## src/rtl/vcc_pkg.sv

```systemverilog
// Package: register map, field layout and reset values of comparator control
package vcc_pkg;
    // Wishbone word offsets (byte addresses)
    localparam logic [3:0] ADDR_CONTROL = 4'h0;
    localparam logic [3:0] ADDR_MODE = 4'h4;
    localparam logic [3:0] ADDR_OUTCFG = 4'h8;
    // Control register field positions
    localparam int CTL_ENABLE = 7;
    localparam int CTL_STATE = 6;
    localparam int CTL_RISE = 5;
    localparam int CTL_FALL = 4;
    localparam int CTL_HYP_LO = 2;
    localparam int CTL_HYN_LO = 0;
    // Mode register field positions
    localparam int MD_RISE_IE = 5;
    localparam int MD_FALL_IE = 4;
    localparam int MD_RESP_LO = 0;
    // Output config register field positions
    localparam int OC_SYNC_PIN = 0;
    localparam int OC_RAW_PIN = 1;
    localparam int OC_RST_EN = 2;
    // Reset values
    localparam logic [1:0] HYST_RESET = 2'h0;
    localparam logic [1:0] RESP_RESET = 2'h2;
    // Hysteresis encoding: off, 5 mV, 10 mV, 20 mV
    localparam logic [1:0] HYST_OFF = 2'h0;
    localparam logic [1:0] HYST_5MV = 2'h1;
    localparam logic [1:0] HYST_10MV = 2'h2;
    localparam logic [1:0] HYST_20MV = 2'h3;
    // Analog trim bundle toward the comparator core
    typedef struct packed {
        logic power_on;
        logic [1:0] pos_hyst;
        logic [1:0] neg_hyst;
        logic [1:0] response;
    } vcc_analog_t;
endpackage

```

## src/rtl/vcc_sync.sv

```systemverilog
// Two-stage synchroniser for the comparator result
`timescale 1ns/100ps
module vcc_sync
(
    input wire logic i_clk, // System clock
    input wire logic i_rst_n, // Synchronous reset, active low
    input wire logic i_async, // Asynchronous level
    output logic o_sync // Synchronised level
);
    logic stage1;

    // Only the second stage reads the first
    always_ff @(posedge i_clk)
    begin
        if (!i_rst_n)
        begin
            stage1 <= 1'b0;
            o_sync <= 1'b0;
        end
        else
        begin
            stage1 <= i_async;
            o_sync <= stage1;
        end
    end
endmodule

```

## src/rtl/vcc_top.sv

```systemverilog
// Comparator control: Wishbone registers, flags, outputs and reset request
//
// Decided for this implementation: the Wishbone register port and the register addresses.
`timescale 1ns/100ps
module vcc_top
(
    input wire logic I_CLK, // System clock, 250 MHz
    input wire logic I_RST_N, // Synchronous reset, active low
    input wire logic [3:0] I_WB_ADR, // Wishbone byte address
    input wire logic [31:0] I_WB_DAT, // Wishbone write data
    input wire logic [3:0] I_WB_SEL, // Wishbone byte selects
    input wire logic I_WB_WE, // Wishbone write enable
    input wire logic I_WB_CYC, // Wishbone cycle
    input wire logic I_WB_STB, // Wishbone strobe
    output logic [31:0] O_WB_DAT, // Wishbone read data
    output logic O_WB_ACK, // Wishbone acknowledge
    input wire logic I_CMP_RESULT, // Analog comparator decision, async
    output vcc_pkg::vcc_analog_t O_ANALOG, // Power and trim to the core
    output logic O_SYNC_PIN, // Latched output toward a pin
    output logic O_RAW_PIN, // Raw output toward a pin, no clock
    output logic O_IRQ, // Comparator interrupt request
    output logic O_RST_REQ // Reset request to the reset controller
);
    // Register fields and flags
    logic cmp_enable;
    logic cmp_rise_flag;
    logic cmp_fall_flag;
    logic cmp_rise_irq_en;
    logic cmp_fall_irq_en;
    logic [1:0] cmp_pos_hyst_sel;
    logic [1:0] cmp_neg_hyst_sel;
    logic [1:0] cmp_response_sel;
    logic route_sync;
    logic route_raw;
    logic reset_src_en;

    // Result path and edge detect
    logic cmp_sync_out;
    logic cmp_result_state;
    logic sync_prev;
    logic rise_evt;
    logic fall_evt;

    // Bus decode and read-back
    logic access;
    logic wr_ctl;
    logic wr_md;
    logic wr_oc;
    logic [31:0] next_rdata;
    logic wr_any;
    logic [1:0] edge_evt;
    logic [7:0] ctl_word;
    logic [7:0] md_word;
    logic [7:0] oc_word;

    // Result is resynchronised before anything samples it
    vcc_sync u_sync
    (
        .i_clk(I_CLK),
        .i_rst_n(I_RST_N),
        .i_async(I_CMP_RESULT),
        .o_sync(cmp_sync_out)
    );

    // Gated off when disabled, so a dead core reads and drives low
    // Trade-off: disabling while high flags one fall for software
    assign cmp_result_state = cmp_sync_out & cmp_enable;

    // Single-cycle ack; low-byte select guards every 8-bit register
    assign access = I_WB_CYC & I_WB_STB & ~O_WB_ACK;
    assign wr_any = access & I_WB_WE & I_WB_SEL[0];

    // One write strobe per register; unmapped writes fall through
    always_comb
    begin
        wr_ctl = 1'b0;
        wr_md = 1'b0;
        wr_oc = 1'b0;
        unique case (I_WB_ADR)
            vcc_pkg::ADDR_CONTROL:
                wr_ctl = wr_any;
            vcc_pkg::ADDR_MODE:
                wr_md = wr_any;
            vcc_pkg::ADDR_OUTCFG:
                wr_oc = wr_any;
            default:
                wr_ctl = 1'b0; // Unmapped place takes no write
        endcase
    end

    // Acknowledge one cycle after request, drop the cycle after
    // No wait state; a held strobe is taken every other cycle
    always_ff @(posedge I_CLK)
    begin
        if (!I_RST_N)
            O_WB_ACK <= 1'b0;
        else
            O_WB_ACK <= access;
    end

    // Enable and hysteresis in the control register
    always_ff @(posedge I_CLK)
    begin
        if (!I_RST_N)
        begin
            cmp_enable <= 1'b0;
            cmp_pos_hyst_sel <= vcc_pkg::HYST_RESET;
            cmp_neg_hyst_sel <= vcc_pkg::HYST_RESET;
        end
        else if (wr_ctl)
        begin
            cmp_enable <= I_WB_DAT[vcc_pkg::CTL_ENABLE];
            cmp_pos_hyst_sel <= I_WB_DAT[vcc_pkg::CTL_HYP_LO +: 2];
            cmp_neg_hyst_sel <= I_WB_DAT[vcc_pkg::CTL_HYN_LO +: 2];
        end
    end

    // Interrupt enables and response mode
    always_ff @(posedge I_CLK)
    begin
        if (!I_RST_N)
        begin
            cmp_rise_irq_en <= 1'b0;
            cmp_fall_irq_en <= 1'b0;
            cmp_response_sel <= vcc_pkg::RESP_RESET;
        end
        else if (wr_md)
        begin
            cmp_rise_irq_en <= I_WB_DAT[vcc_pkg::MD_RISE_IE];
            cmp_fall_irq_en <= I_WB_DAT[vcc_pkg::MD_FALL_IE];
            cmp_response_sel <= I_WB_DAT[vcc_pkg::MD_RESP_LO +: 2];
        end
    end

    // Pin routing and reset-source selection
    always_ff @(posedge I_CLK)
    begin
        if (!I_RST_N)
        begin
            route_sync <= 1'b0;
            route_raw <= 1'b0;
            reset_src_en <= 1'b0;
        end
        else if (wr_oc)
        begin
            route_sync <= I_WB_DAT[vcc_pkg::OC_SYNC_PIN];
            route_raw <= I_WB_DAT[vcc_pkg::OC_RAW_PIN];
            reset_src_en <= I_WB_DAT[vcc_pkg::OC_RST_EN];
        end
    end

    // Edge detect on the synchronised, enable-gated result
    always_ff @(posedge I_CLK)
    begin
        if (!I_RST_N)
            sync_prev <= 1'b0;
        else
            sync_prev <= cmp_result_state;
    end
    assign rise_evt = cmp_result_state & ~sync_prev;
    assign fall_evt = ~cmp_result_state & sync_prev;

    // Per-direction events: index 0 falls, index 1 rises
    assign edge_evt = {rise_evt, fall_evt};

    // Sticky flags; a same-cycle event beats the software clear
    for (genvar g = 0; g < $bits(edge_evt); g++)
    begin : g_edge
        localparam int FLAG_BIT = (g == 1) ? vcc_pkg::CTL_RISE
            : vcc_pkg::CTL_FALL;
        logic flag;

        always_ff @(posedge I_CLK)
        begin
            if (!I_RST_N)
                flag <= 1'b0;
            else if (edge_evt[g])
                flag <= 1'b1;
            else if (wr_ctl)
                flag <= I_WB_DAT[FLAG_BIT];
        end
    end
    // Flags leave the loop under their register names
    assign cmp_fall_flag = g_edge[0].flag;
    assign cmp_rise_flag = g_edge[1].flag;

    // Control read-back word; unused bits read as zero
    always_comb
    begin
        ctl_word = 8'h00;
        ctl_word[vcc_pkg::CTL_ENABLE] = cmp_enable;
        ctl_word[vcc_pkg::CTL_STATE] = cmp_result_state;
        ctl_word[vcc_pkg::CTL_RISE] = cmp_rise_flag;
        ctl_word[vcc_pkg::CTL_FALL] = cmp_fall_flag;
        ctl_word[vcc_pkg::CTL_HYP_LO +: 2] = cmp_pos_hyst_sel;
        ctl_word[vcc_pkg::CTL_HYN_LO +: 2] = cmp_neg_hyst_sel;
    end

    // Mode read-back word
    always_comb
    begin
        md_word = 8'h00;
        md_word[vcc_pkg::MD_RISE_IE] = cmp_rise_irq_en;
        md_word[vcc_pkg::MD_FALL_IE] = cmp_fall_irq_en;
        md_word[vcc_pkg::MD_RESP_LO +: 2] = cmp_response_sel;
    end

    // Output config read-back word
    always_comb
    begin
        oc_word = 8'h00;
        oc_word[vcc_pkg::OC_SYNC_PIN] = route_sync;
        oc_word[vcc_pkg::OC_RAW_PIN] = route_raw;
        oc_word[vcc_pkg::OC_RST_EN] = reset_src_en;
    end

    // Read mux; reads have no side effect on any flag
    always_comb
    begin
        next_rdata = 32'h0000_0000;
        unique case (I_WB_ADR)
            vcc_pkg::ADDR_CONTROL:
                next_rdata = {24'h00_0000, ctl_word};
            vcc_pkg::ADDR_MODE:
                next_rdata = {24'h00_0000, md_word};
            vcc_pkg::ADDR_OUTCFG:
                next_rdata = {24'h00_0000, oc_word};
            default:
                next_rdata = 32'h0000_0000; // Unmapped reads as zero
        endcase
    end

    // Registered read data
    always_ff @(posedge I_CLK)
    begin
        if (!I_RST_N)
            O_WB_DAT <= 32'h0000_0000;
        else if (access && !I_WB_WE)
            O_WB_DAT <= next_rdata;
    end

    // Trim bundle; hysteresis codes pass straight to the core
    // The core decodes the codes itself; no remap is done here
    always_comb
    begin
        O_ANALOG.power_on = cmp_enable;
        O_ANALOG.pos_hyst = cmp_pos_hyst_sel;
        O_ANALOG.neg_hyst = cmp_neg_hyst_sel;
        O_ANALOG.response = cmp_response_sel;
    end

    // Latched pin output, low when disabled or not routed
    // Registered so the pin never shows a decode glitch
    always_ff @(posedge I_CLK)
    begin
        if (!I_RST_N)
            O_SYNC_PIN <= 1'b0;
        else
            O_SYNC_PIN <= cmp_result_state & route_sync;
    end

    // Raw path bypasses all clocking so it works in stop mode
    // Limitation: core chatter reaches this pin unfiltered
    assign O_RAW_PIN = I_CMP_RESULT & cmp_enable & route_raw;

    // Each direction masked on its own, ORed into one request
    assign O_IRQ = (cmp_rise_flag & cmp_rise_irq_en)
        | (cmp_fall_flag & cmp_fall_irq_en);

    // Reset request follows the inverted synchronised result when selected and enabled
    // Registered so a runt on the core cannot fire a reset
    always_ff @(posedge I_CLK)
    begin
        if (!I_RST_N)
            O_RST_REQ <= 1'b0;
        else
            O_RST_REQ <= reset_src_en & cmp_enable & ~cmp_sync_out;
    end
endmodule

```

## config.mk

```make
export PLATFORM = sky130hd
export DESIGN_NAME = vcc_top
export DESIGN_NICKNAME = d
export VERILOG_FILES = /design/src/rtl/vcc_pkg.sv /design/src/rtl/vcc_sync.sv /design/src/rtl/vcc_top.sv
export SDC_FILE = /design/constraint.sdc
export NUM_CORES = 1
export LEC_CHECK = 0
export ABC_AREA = 1
export ABC_CLOCK_PERIOD_IN_PS = 2500
export BUFFER_PORTS_ARGS = -buffer_cell sky130_fd_sc_hd__buf_2
export CAP_MARGIN = 20
export CORE_MARGIN = 4
export CORE_UTILIZATION = 45
export DETAILED_ROUTE_END_ITERATION = 8
export PLACE_DENSITY = 0.91
export SLEW_MARGIN = 15
export SYNTH_ARGS = -nofsm -noshare
export SYNTH_HDL_FRONTEND = slang
export SYNTH_SLANG_ARGS = --single-unit
```

## constraint.sdc

```tcl
create_clock -name I_CLK -period 2.5 [get_ports I_CLK]
set_input_delay 0.5 -clock I_CLK [delete_from_list [all_inputs] [get_ports I_CLK]]
set_output_delay 0.5 -clock I_CLK [all_outputs]
set_load 0.01 [all_outputs]
```

==> flow_summary.ini, run 1 <==
[finish]
post-route-util_pct = 53.9
num_antenna_cells = 0
seq_area_um2 = 561
nets = 270
layout-drive-gt1-share_pct = 28.3
syn_to_final_growth_pct = 10.2
fin_area_mm2 = 0.00154
final.fill_count = 291
multiInputGateArea_um2 = 661

[outcome]
status = finished, final reports clean

[power_and_ir_drop]
leakage_nw = 0.766
power.total_mw = 0.744
ir_worst_vdd_uv = 405
power-per-cell-area_mw_per_mm2 = 484

[hold_path]
min-delay-start = I_CMP_RESULT
hold_end = u_sync.stage1$_SDFF_PN0_
hold_class = primary input to flip-flop
min_path_cells = 3

[clock_tree]
clk_path_buf_depth = 2
clock_latency_ps = 330
cts.sinks = 28
cts_buffers = 3
cts_max_level = 1
cts_resized = 0
cts_tree = built
clk_pin_slew_worst_paths_ps = 150
cts-root-buf = clkbuf_4
cts_setup_buffers = 0
ctsHoldBuffers = 0

[drt]
ant_nets = 0
avgViaCountPerCell = 4.65
drc_errors = 0
dr.pass1.iters = 4
drt_iter0_markers = 50
wl_per_cell_um = 11.0
vias = 1180
routed_wl_mm = 2.80

[synth]
syn_area_mm2 = 0.00140
synthCells = 187
synth.yosys.seq_area_share_pct = 40.1
netlist-cell-type-count = 22
postSynthAreaPerCell_um2 = 7.47
ys_seq_elements = 28
yosysWarnings = 0

[critical_path]
cp_max_fo = 6
endpoint_kind = output port
critical_path_class = flip-flop to output port
r2r_end = cmp_neg_hyst_sel[0]$_SDFFE_PN0P_
r2r_cells = 6
startpoint_type = flip-flop
crit_required_ps = 2000
cp.arrival_ps = 1080
rrSetupSlack_ps = 1320
rr_startpoint = O_WB_ACK$_SDFF_PN0_

[placement]
placed_cell_area_mm2 = 0.00150
globalplace.congestion = 0.825
dp_hpwl_mm = 2.27
io_buffers = 37

[sta]
period_share_pct = 63.2
period_needed_ps = 1580
finalHoldViolations = 0
fin_setup_tns_ps = 0
fin_skew_ps = 6.35
rsz0062_at_grt = false
clock.fmax_mhz = 633
finalSetupViolCount = 0
maxSlewViolCount = 0

[floorplanning]
num_io_pins = 90
num_rows = 19
start_util_pct = 48.9
design.die.area_mm2 = 0.00406
fp.dieW_um = 63.7
die_h_um = 63.7
core_area_mm2 = 0.00285

[grt]
grt_pass1_wl_mm = 4.58
antenna_found_initial = 0
grt_max_degree = 16
globalRouteTotalUtil_pct = 13.9
overflow = 0
first_global_vias = 1033

[job]
drv_cap = 0
[metal layers]
metal	GRT usage (%)	share of wire, %	vias to the layer above	routed length [um]
met4	2.43	0.57	0	16
li1	-	-	618	-
met1	18.0	45	514	1260
met3	4.62	8.3	2	232
met2	22.8	46	46	1290
met5	0	0	-	0
[sequential cells by signal, indices dropped and copies added (netlist names), 2 cells and up]
register	flops
O_WB_DAT	8
cmp_neg_hyst_sel	2
cmp_pos_hyst_sel	2
cmp_response_sel	2
[how the worst max path moves through the flow]
stage                            start                         end  slack (ps)
3_5_place_dp               I_WB_ADR[1]  cmp_fall_flag$_SDFFE_PN0P_         900
5_1_grt        cmp_enable$_SDFFE_PN0P_                   O_RAW_PIN         830
6_report       cmp_enable$_SDFFE_PN0P_                   O_RAW_PIN         920
4_1_cts        cmp_enable$_SDFFE_PN0P_                   O_RAW_PIN         910
2_1_floorplan              I_WB_ADR[1]   reset_src_en$_SDFFE_PN0P_        1230
3_3_place_gp               I_WB_ADR[1]  cmp_rise_flag$_SDFFE_PN0P_         910
[power breakdown]
part | leakage (nW) | internal (mW) | switching, mW
clock network | 0.0210 | 0.0892 | 0.131
logic | 0.519 | 0.0191 | 0.0542
registers | 0.226 | 0.449 | 0.00157
total | 0.766 | 0.558 | 0.186
[critical path, cell delays in order, from the launching register on]
cell and delay [ps]:
dfxtp_1 450, and3_1 180, buf_2 120
[synthesized netlist by cell type]
master    number  area share [%]
a21oi_1        8             2.9
a22o_1         1            0.63
and3_1         1            0.45
buf_2          1            0.36
buf_4         26              14
clkbuf_1       1            0.27
conb_1         1            0.27
dfxtp_1       28              40
inv_1          7             1.9
inv_2          6             1.6
inv_6          1            0.63
nand2_1       27             7.3
nand2_2        3             1.3
nand2_4        2             1.6
nand3_1       18             6.5
nor2_1        32             8.6
nor2_2         3             1.3
nor2_4         6             4.8
nor3_1         1            0.36
o21ai_0        3             1.1
o21ai_1       10             3.6
or2_2          1            0.45
[area by class of cell]
type / count / share of cell area (%)
Timing Repair Buffer: 37 / 12.0
Multi-Input combinational cell: 140 / 42.9
Sequential cell: 28 / 36.4
Clock buffer: 4 / 2.36
Tap cell: 31 / 2.52
Inverter: 14 / 3.74
[through the flow]
step | hold slack [ps] | instances | setup WS [ps]
after floorplan | 390 | 210 | 1230
after global placement | 397 | 250 | 910
after detailed placement | 405 | 250 | 900
after CTS | 348 | 254 | 908
after global routing | 331 | 254 | 830
final | 350 | 254 | 919
[cells in the final DEF, fill, tap and decap left out, types with 2 or more instances in the layout]
cell type | synthesis | layout
nand3_1 | 18 | 18
buf_2 | 1 | 37
inv_1 | 7 | 7
conb_1 | 1 | 24
nor2_1 | 32 | 32
nand2_4 | 2 | 2
clkbuf_4 | 0 | 3
nand2_1 | 27 | 27
nor2_2 | 3 | 3
inv_2 | 6 | 6
dfxtp_1 | 28 | 28
o21ai_0 | 3 | 3
a21oi_1 | 8 | 8
nand2_2 | 3 | 3
nor2_4 | 6 | 6
o21ai_1 | 10 | 10
[cells by family (layout without fill, tap and decap cells)]
family / count (synthesis) / in the layout / synth area share (%)
and+or+nand+nor: 94 / 94 / 32.7
buffers and inverters: 42 / 55 / 18.7
DFF: 28 / 28 / 40.1
AOI/OAI and AO/OA: 22 / 22 / 8.15
other: 1 / 24 / 0.269
(Power assumes the default switching activity.)
==> inputs of run 2 (changes only) <==
--- a/config.mk
+++ b/config.mk
@@ -5,14 +5,14 @@
 export SDC_FILE = /design/constraint.sdc
 export NUM_CORES = 1
 export LEC_CHECK = 0
-export ABC_AREA = 1
-export ABC_CLOCK_PERIOD_IN_PS = 2500
+export ABC_AREA = 0
+export ABC_CLOCK_PERIOD_IN_PS = 1620
 export BUFFER_PORTS_ARGS = -buffer_cell sky130_fd_sc_hd__buf_2
 export CAP_MARGIN = 20
 export CORE_MARGIN = 4
-export CORE_UTILIZATION = 45
+export CORE_UTILIZATION = 41
 export DETAILED_ROUTE_END_ITERATION = 8
-export PLACE_DENSITY = 0.91
+export PLACE_DENSITY = 0.86
 export SLEW_MARGIN = 15
 export SYNTH_ARGS = -nofsm -noshare
 export SYNTH_HDL_FRONTEND = slang
==> constraint.sdc (replaced) <==
create_clock -name I_CLK -period 1.62 [get_ports I_CLK]
set_input_delay 0.324 -clock I_CLK [delete_from_list [all_inputs] [get_ports I_CLK]]
set_output_delay 0.324 -clock I_CLK [all_outputs]
set_load 0.01 [all_outputs]
==> run 2 against run 1 <==
  * Routed wire length is 2.4% lower
  * Core utilization is 2.8 points lower
  * Highest routed layer unchanged
  * Register-to-register slack worse by 1200 ps
  * Clock skew is 3.6 ps higher
  * Non-clock buffer count is 15 higher
  * Synthesized cell count is 22% lower
  * Flip-flop and latch count stayed put
  * Synthesized area is 5.1% lower
  * Clock power is 27% higher
  * Final cell count is 6.7% lower
  * Critical endpoint is now reset_src_en$_SDFFE_PN0P_
==> flow_summary.ini, run 2 <==
[power_and_ir_drop]
leakage_nw = 0.715
p_int_mw = 0.820
power-per-cell-area_mw_per_mm2 = 691
seq_power_share_pct = 64.0
p_comb_share_pct = 10.4
p_sw_mw = 0.267
ir_worst_vdd_uv = 621
clock_power_share_pct = 25.6
netSwitchingFraction_pct = 24.5

[critical_path]
crit_path_max_incr_delay_ps = 340
cp.arrival_ps = 1770
startpoint_type = flip-flop
cp_max_fo = 3
cpLargestDelayFamily = simple AND/OR/NAND/NOR gates
crit_cells = 6
r2r_cells = 6
crit_required_ps = 1850
critPathBufInv = 2
endpoint_kind = flip-flop
crit_chain = nand3b_1 -> buf_4 -> nor4_2 -> buf_4 -> mux2i_1 -> nor2_1
critical_path_class = flip-flop to flip-flop
crit_path_top_delay_cell = dfxtp_1
crit_top_cell = buf_4

[hold_path]
hold_class = primary input to flip-flop
min_path_cells = 2

[grt]
antenna_found_initial = 0
grt_max_degree = 15
first_global_vias = 947
grt_pass1_wl_mm = 4.16
globalRouteTotalUtil_pct = 12.6
overflow = 0

[finish]
final_cell_mix = 37 x buf_2, 28 x dfxtp_1, 24 x conb_1
final.fill_count = 322
layout-drive-gt1-share_pct = 31.1
num_antenna_cells = 0
final_common_cell = buf_2
fin_area_mm2 = 0.00157
regMostFlops = O_WB_DAT
largest_reg_flops = 8
syn_to_final_growth_pct = 18.7
nets = 241

[synth]
synthTopCellsByCount = 28 x dfxtp_1, 25 x buf_4, 20 x nor2_1
ys_seq_elements = 28
netlist-cell-type-count = 32
yosys-top-cells-area = dfxtp_1 42%, buf_4 14%, mux2i_1 11%, nor2_1 5.7%, nand2_1 3.1%
synth.yosys.seq_area_share_pct = 42.3
synth_top_area_share_pct = 42.3
syn_area_mm2 = 0.00133
synth_edf_count = 0
yosysMostFrequentCell = dfxtp_1
yosysWarnings = 0
ys.flop_type = dfxtp_1
synthArstFlopShare_pct = 0
yosysTopAreaCell = dfxtp_1
synthCells = 145
postSynthAreaPerCell_um2 = 9.14

[drt]
drt_iter0_markers = 41
dr.pass1.iters = 4
ant_nets = 0
vias = 1075
routed_wl_mm = 2.73
avgViaCountPerCell = 4.54
drc_errors = 0
wl_per_cell_um = 11.5

[clock_tree]
clk_path_buf_depth = 2
cts-root-buf = clkbuf_4
cts.sinks = 28
cts_buffers = 3
cts_max_level = 1
clock_latency_ps = 320
cts_tree = built
clk_pin_slew_worst_paths_ps = 140

[floorplanning]
core_area_mm2 = 0.00308
num_io_pins = 90
design.die.area_mm2 = 0.00421
start_util_pct = 43.0
num_rows = 20
die_h_um = 64.9
fp.dieW_um = 64.9

[sta]
period_needed_ps = 1540
fin_skew_ps = 9.92
finalSetupViolCount = 0
period_share_pct = 95.0
maxSlewViolCount = 0
finalHoldViolations = 0
clock.fmax_mhz = 650
fin_setup_tns_ps = 0

[outcome]
status = finished, final reports clean

[placement]
io_buffers = 37
globalplace.congestion = 0.810
dp_hpwl_mm = 2.17
placed_cell_area_mm2 = 0.00154

[job]
drv_cap = 0
run 2: cell count changes after synthesis, moves of 4 or more:
cell,change
nand2_1,-16
nand3_1,-16
mux2i_1,+14
nor2_1,-12
o21ai_1,-9
inv_2,-6
nor2_4,-6
inv_1,-4
nor3_1,+4
run 2: area by class of cell:
| class | instances | area (um^2) | share of cell area [%] |
|---|---|---|---|
| clock buffers | 3 | 22.5 | 1.43 |
| well taps | 44 | 55.1 | 3.50 |
| flip-flops and latches | 28 | 561 | 35.6 |
| multi-input cells | 107 | 626 | 39.8 |
| inverters | 3 | 11.3 | 0.716 |
| repair buffers | 52 | 298 | 18.9 |
run 2: layer usage:
layer	track usage (%)	vias to the layer above	wire, um
li1	-	544	-
met1	15.2	485	1200
met2	21.2	44	1310
met3	3.81	2	206
met4	3.96	0	20
met5	0	-	0
run 2: timing repair:
action | CTS | global route
setup buffers | 0 | 2
setup endpoints to repair | 0 | 6
hold buffers | 0 | 0
gates resized for setup | 0 | 0
run 2: worst paths after layout:
path / from / to / slack (ps)
max: O_WB_ACK$_SDFF_PN0_ / reset_src_en$_SDFFE_PN0P_ / 80
min: I_CMP_RESULT / u_sync.stage1$_SDFF_PN0_ / 210
max reg2reg: O_WB_ACK$_SDFF_PN0_ / reset_src_en$_SDFFE_PN0P_ / 80
min reg2reg: u_sync.stage1$_SDFF_PN0_ / u_sync.o_sync$_SDFF_PN0_ / 460
run 2: through the flow:
stage | hold WS (ps) | instances | setup slack (ps) | power, mW | utilization (%)
5_1_grt | 208 | 237 | -8.75 | 1.13 | 51.1
6_report | 213 | 237 | 81.5 | 1.09 | 51.1
3_3_place_gp | 421 | 232 | -65.2 | 0.816 | 49.9
3_5_place_dp | 433 | 232 | -111 | 0.818 | 49.9
4_1_cts | 203 | 235 | 61.3 | 1.09 | 50.6
2_1_floorplan | 412 | 168 | -41.1 | 0.815 | -
run 2: worst register-to-register path, stage by stage, from the launching register on:
cell	delay (ps)
dfxtp_1	340
nand3b_1	250
buf_4	200
nor4_2	240
buf_4	180
mux2i_1	180
nor2_1	50
run 2: cell families (layout without fill, tap and decap cells):
logic type,Yosys count,in the layout,synth area share [%]
buf+inv,33,58,17.0
simple gates,51,51,20.4
flops,28,28,42.3
other cells,1,24,0.283
compound gates,16,16,7.74
mux,16,16,12.3
run 2: power groups by stage:
stage | Combinational (mW) | Sequential (mW) | Clock [mW]
after floorplan | 0.104 | 0.711 | 0
after global placement | 0.105 | 0.710 | 0
after detailed placement | 0.107 | 0.710 | 0
after CTS | 0.108 | 0.695 | 0.289
after global routing | 0.124 | 0.696 | 0.310
final | 0.113 | 0.695 | 0.279
==> inputs of run 3 (changes only) <==
--- a/config.mk
+++ b/config.mk
@@ -9,11 +9,9 @@
 export ABC_CLOCK_PERIOD_IN_PS = 1620
 export BUFFER_PORTS_ARGS = -buffer_cell sky130_fd_sc_hd__buf_2
 export CAP_MARGIN = 20
-export CORE_MARGIN = 4
 export CORE_UTILIZATION = 41
 export DETAILED_ROUTE_END_ITERATION = 8
 export PLACE_DENSITY = 0.86
-export SLEW_MARGIN = 15
 export SYNTH_ARGS = -nofsm -noshare
 export SYNTH_HDL_FRONTEND = slang
 export SYNTH_SLANG_ARGS = --single-unit
==> run 3 against run 2 <==
  * Combinational power grew 4%
  * Largest cell class unchanged
  * Routed wire length shrank 1.8%
  * Worst hold slack lost 18 ps
  * Largest power group unchanged
  * Clock power grew 20%
  * First-iteration DRC count grew 4.9%
  * Critical path depth grew 1
  * Sequential power is essentially flat
  * Count of clock-buffer cells in the layout grew 1
==> flow_summary.ini, run 3 (synthesized netlist as in run 2, its figures left out) <==
[outcome]
status = finished, final reports clean

[sta]
finalSetupViolCount = 0
period_needed_ps = 1560
finalHoldViolations = 0
fin_skew_ps = 5.46
setup_slack_ps = 58.5
maxSlewViolCount = 0
period_share_pct = 96.4
clock.fmax_mhz = 640

[drt]
drc_errors = 0
avgViaCountPerCell = 4.52
vias = 1085
drt_iter0_markers = 43
wl_per_cell_um = 11.2
ant_nets = 0
dr.pass1.iters = 4
routed_wl_mm = 2.68

[placement]
io_buffers = 37
dp.cells = 233
dp_hpwl_mm = 2.05
globalplace.congestion = 0.778
dp_slack_ps = -112
placed_cell_area_mm2 = 0.00154

[power_and_ir_drop]
power-per-cell-area_mw_per_mm2 = 716
leakage_nw = 0.731
ir_worst_vdd_uv = 487

[clock_tree]
cts_tree = built
clk_pin_slew_worst_paths_ps = 140
cts_resized = 0
clock_latency_ps = 320
cts.sinks = 28
cts_buffers = 3
clk_path_buf_depth = 2
cts-root-buf = clkbuf_4
cts_max_level = 1

[finish]
largest_reg_flops = 8
nets = 243
syn_to_final_growth_pct = 20.9
final_common_cell = buf_2
num_antenna_cells = 0
fin_area_mm2 = 0.00160
regMostFlops = O_WB_DAT
final_cell_count_no_fill = 240
final_cell_mix = 37 x buf_2, 28 x dfxtp_1, 24 x conb_1
layout-drive-gt1-share_pct = 32.1
post-route-util_pct = 52.5

[critical_path]
rrSetupSlack_ps = 60
cp-startpoint = O_WB_ACK$_SDFF_PN0_
rr_startpoint = O_WB_ACK$_SDFF_PN0_
crit_required_ps = 1860
startpoint_type = flip-flop
endpoint_kind = flip-flop
cp_max_fo = 4
crit_end = cmp_response_sel[0]$_SDFFE_PN0P_
critical_path_class = flip-flop to flip-flop
cp.arrival_ps = 1800
r2r_end = cmp_response_sel[0]$_SDFFE_PN0P_
r2r_cells = 7

[grt]
overflow = 0
grt_max_degree = 16
globalRouteTotalUtil_pct = 15.7
antenna_found_initial = 0
grt_pass1_wl_mm = 4.11
first_global_vias = 896

[floorplanning]
start_util_pct = 43.4
die_h_um = 58.9
num_io_pins = 90
num_rows = 20
design.die.area_mm2 = 0.00346
core_area_mm2 = 0.00305
fp.dieW_um = 58.9

[job]
drv_cap = 0

[hold_path]
hold_class = primary input to flip-flop
## run 3: changes by cell type in the layout (fill, tap and decap cells not counted)
cell      delta
clkbuf_8     +1
buf_4        +2
## run 3: per-stage QoR
step	total power, mW	hold WS (ps)	setup TNS (ps)
after global placement	0.817	423	-393
after global routing	1.20	187	-2.19
after CTS	1.15	191	0
final	1.15	195	0
after floorplan	0.815	412	-98.8
after detailed placement	0.818	423	-645
## run 3: critical path: stages (launching register included)
cell,delay (ps)
dfxtp_1,350
nand3b_1,230
buf_4,190
buf_4,130
nor3_2,160
buf_4,170
mux2i_1,180
nor2_1,50
## run 3: per-layer routing
metal	share of wire, %	vias up	GRT usage, %
met3	5.5	2	4.62
met4	0.45	0	1.02
met5	0	-	0
met2	50	45	27.4
met1	44	492	19.9
li1	-	546	-
## run 3: cell type report
class | instances | area (um^2)
clock buffer | 4 | 36.3
fill | 309 | 1450
inverter | 3 | 11.3
multi-input combinational | 107 | 626
sequential | 28 | 561
tap | 44 | 55.1
timing repair buffer | 54 | 313
## run 3: timing repair
action                     4_1_cts  5_1_grt
setup buffers                    0        3
hold endpoints to repair         0        0
hold buffers                     0        0
setup endpoints to repair        0        7
## run 3: where the power goes
group | total [mW] | switching, mW | leakage, nW | internal, mW
Sequential | 0.696 | 0.00253 | 0.226 | 0.693
Combinational | 0.117 | 0.0744 | 0.484 | 0.0423
Clock | 0.334 | 0.196 | 0.0210 | 0.138
Total | 1.15 | 0.273 | 0.731 | 0.873
## run 3: worst min-delay path by stage
| stage | start | to | slack [ps] | depth (start not counted) |
|---|---|---|---|---|
| after floorplan | u_sync.stage1$_SDFF_PN0_ | u_sync.o_sync$_SDFF_PN0_ | 410 | 1 |
| after global placement | u_sync.stage1$_SDFF_PN0_ | u_sync.o_sync$_SDFF_PN0_ | 420 | 1 |
| after detailed placement | u_sync.stage1$_SDFF_PN0_ | u_sync.o_sync$_SDFF_PN0_ | 420 | 1 |
| after CTS | I_CMP_RESULT | u_sync.stage1$_SDFF_PN0_ | 190 | 2 |
| after global routing | I_RST_N | cmp_response_sel[1]$_SDFFE_PN1P_ | 190 | 2 |
| final | I_CMP_RESULT | u_sync.stage1$_SDFF_PN0_ | 200 | 2 |
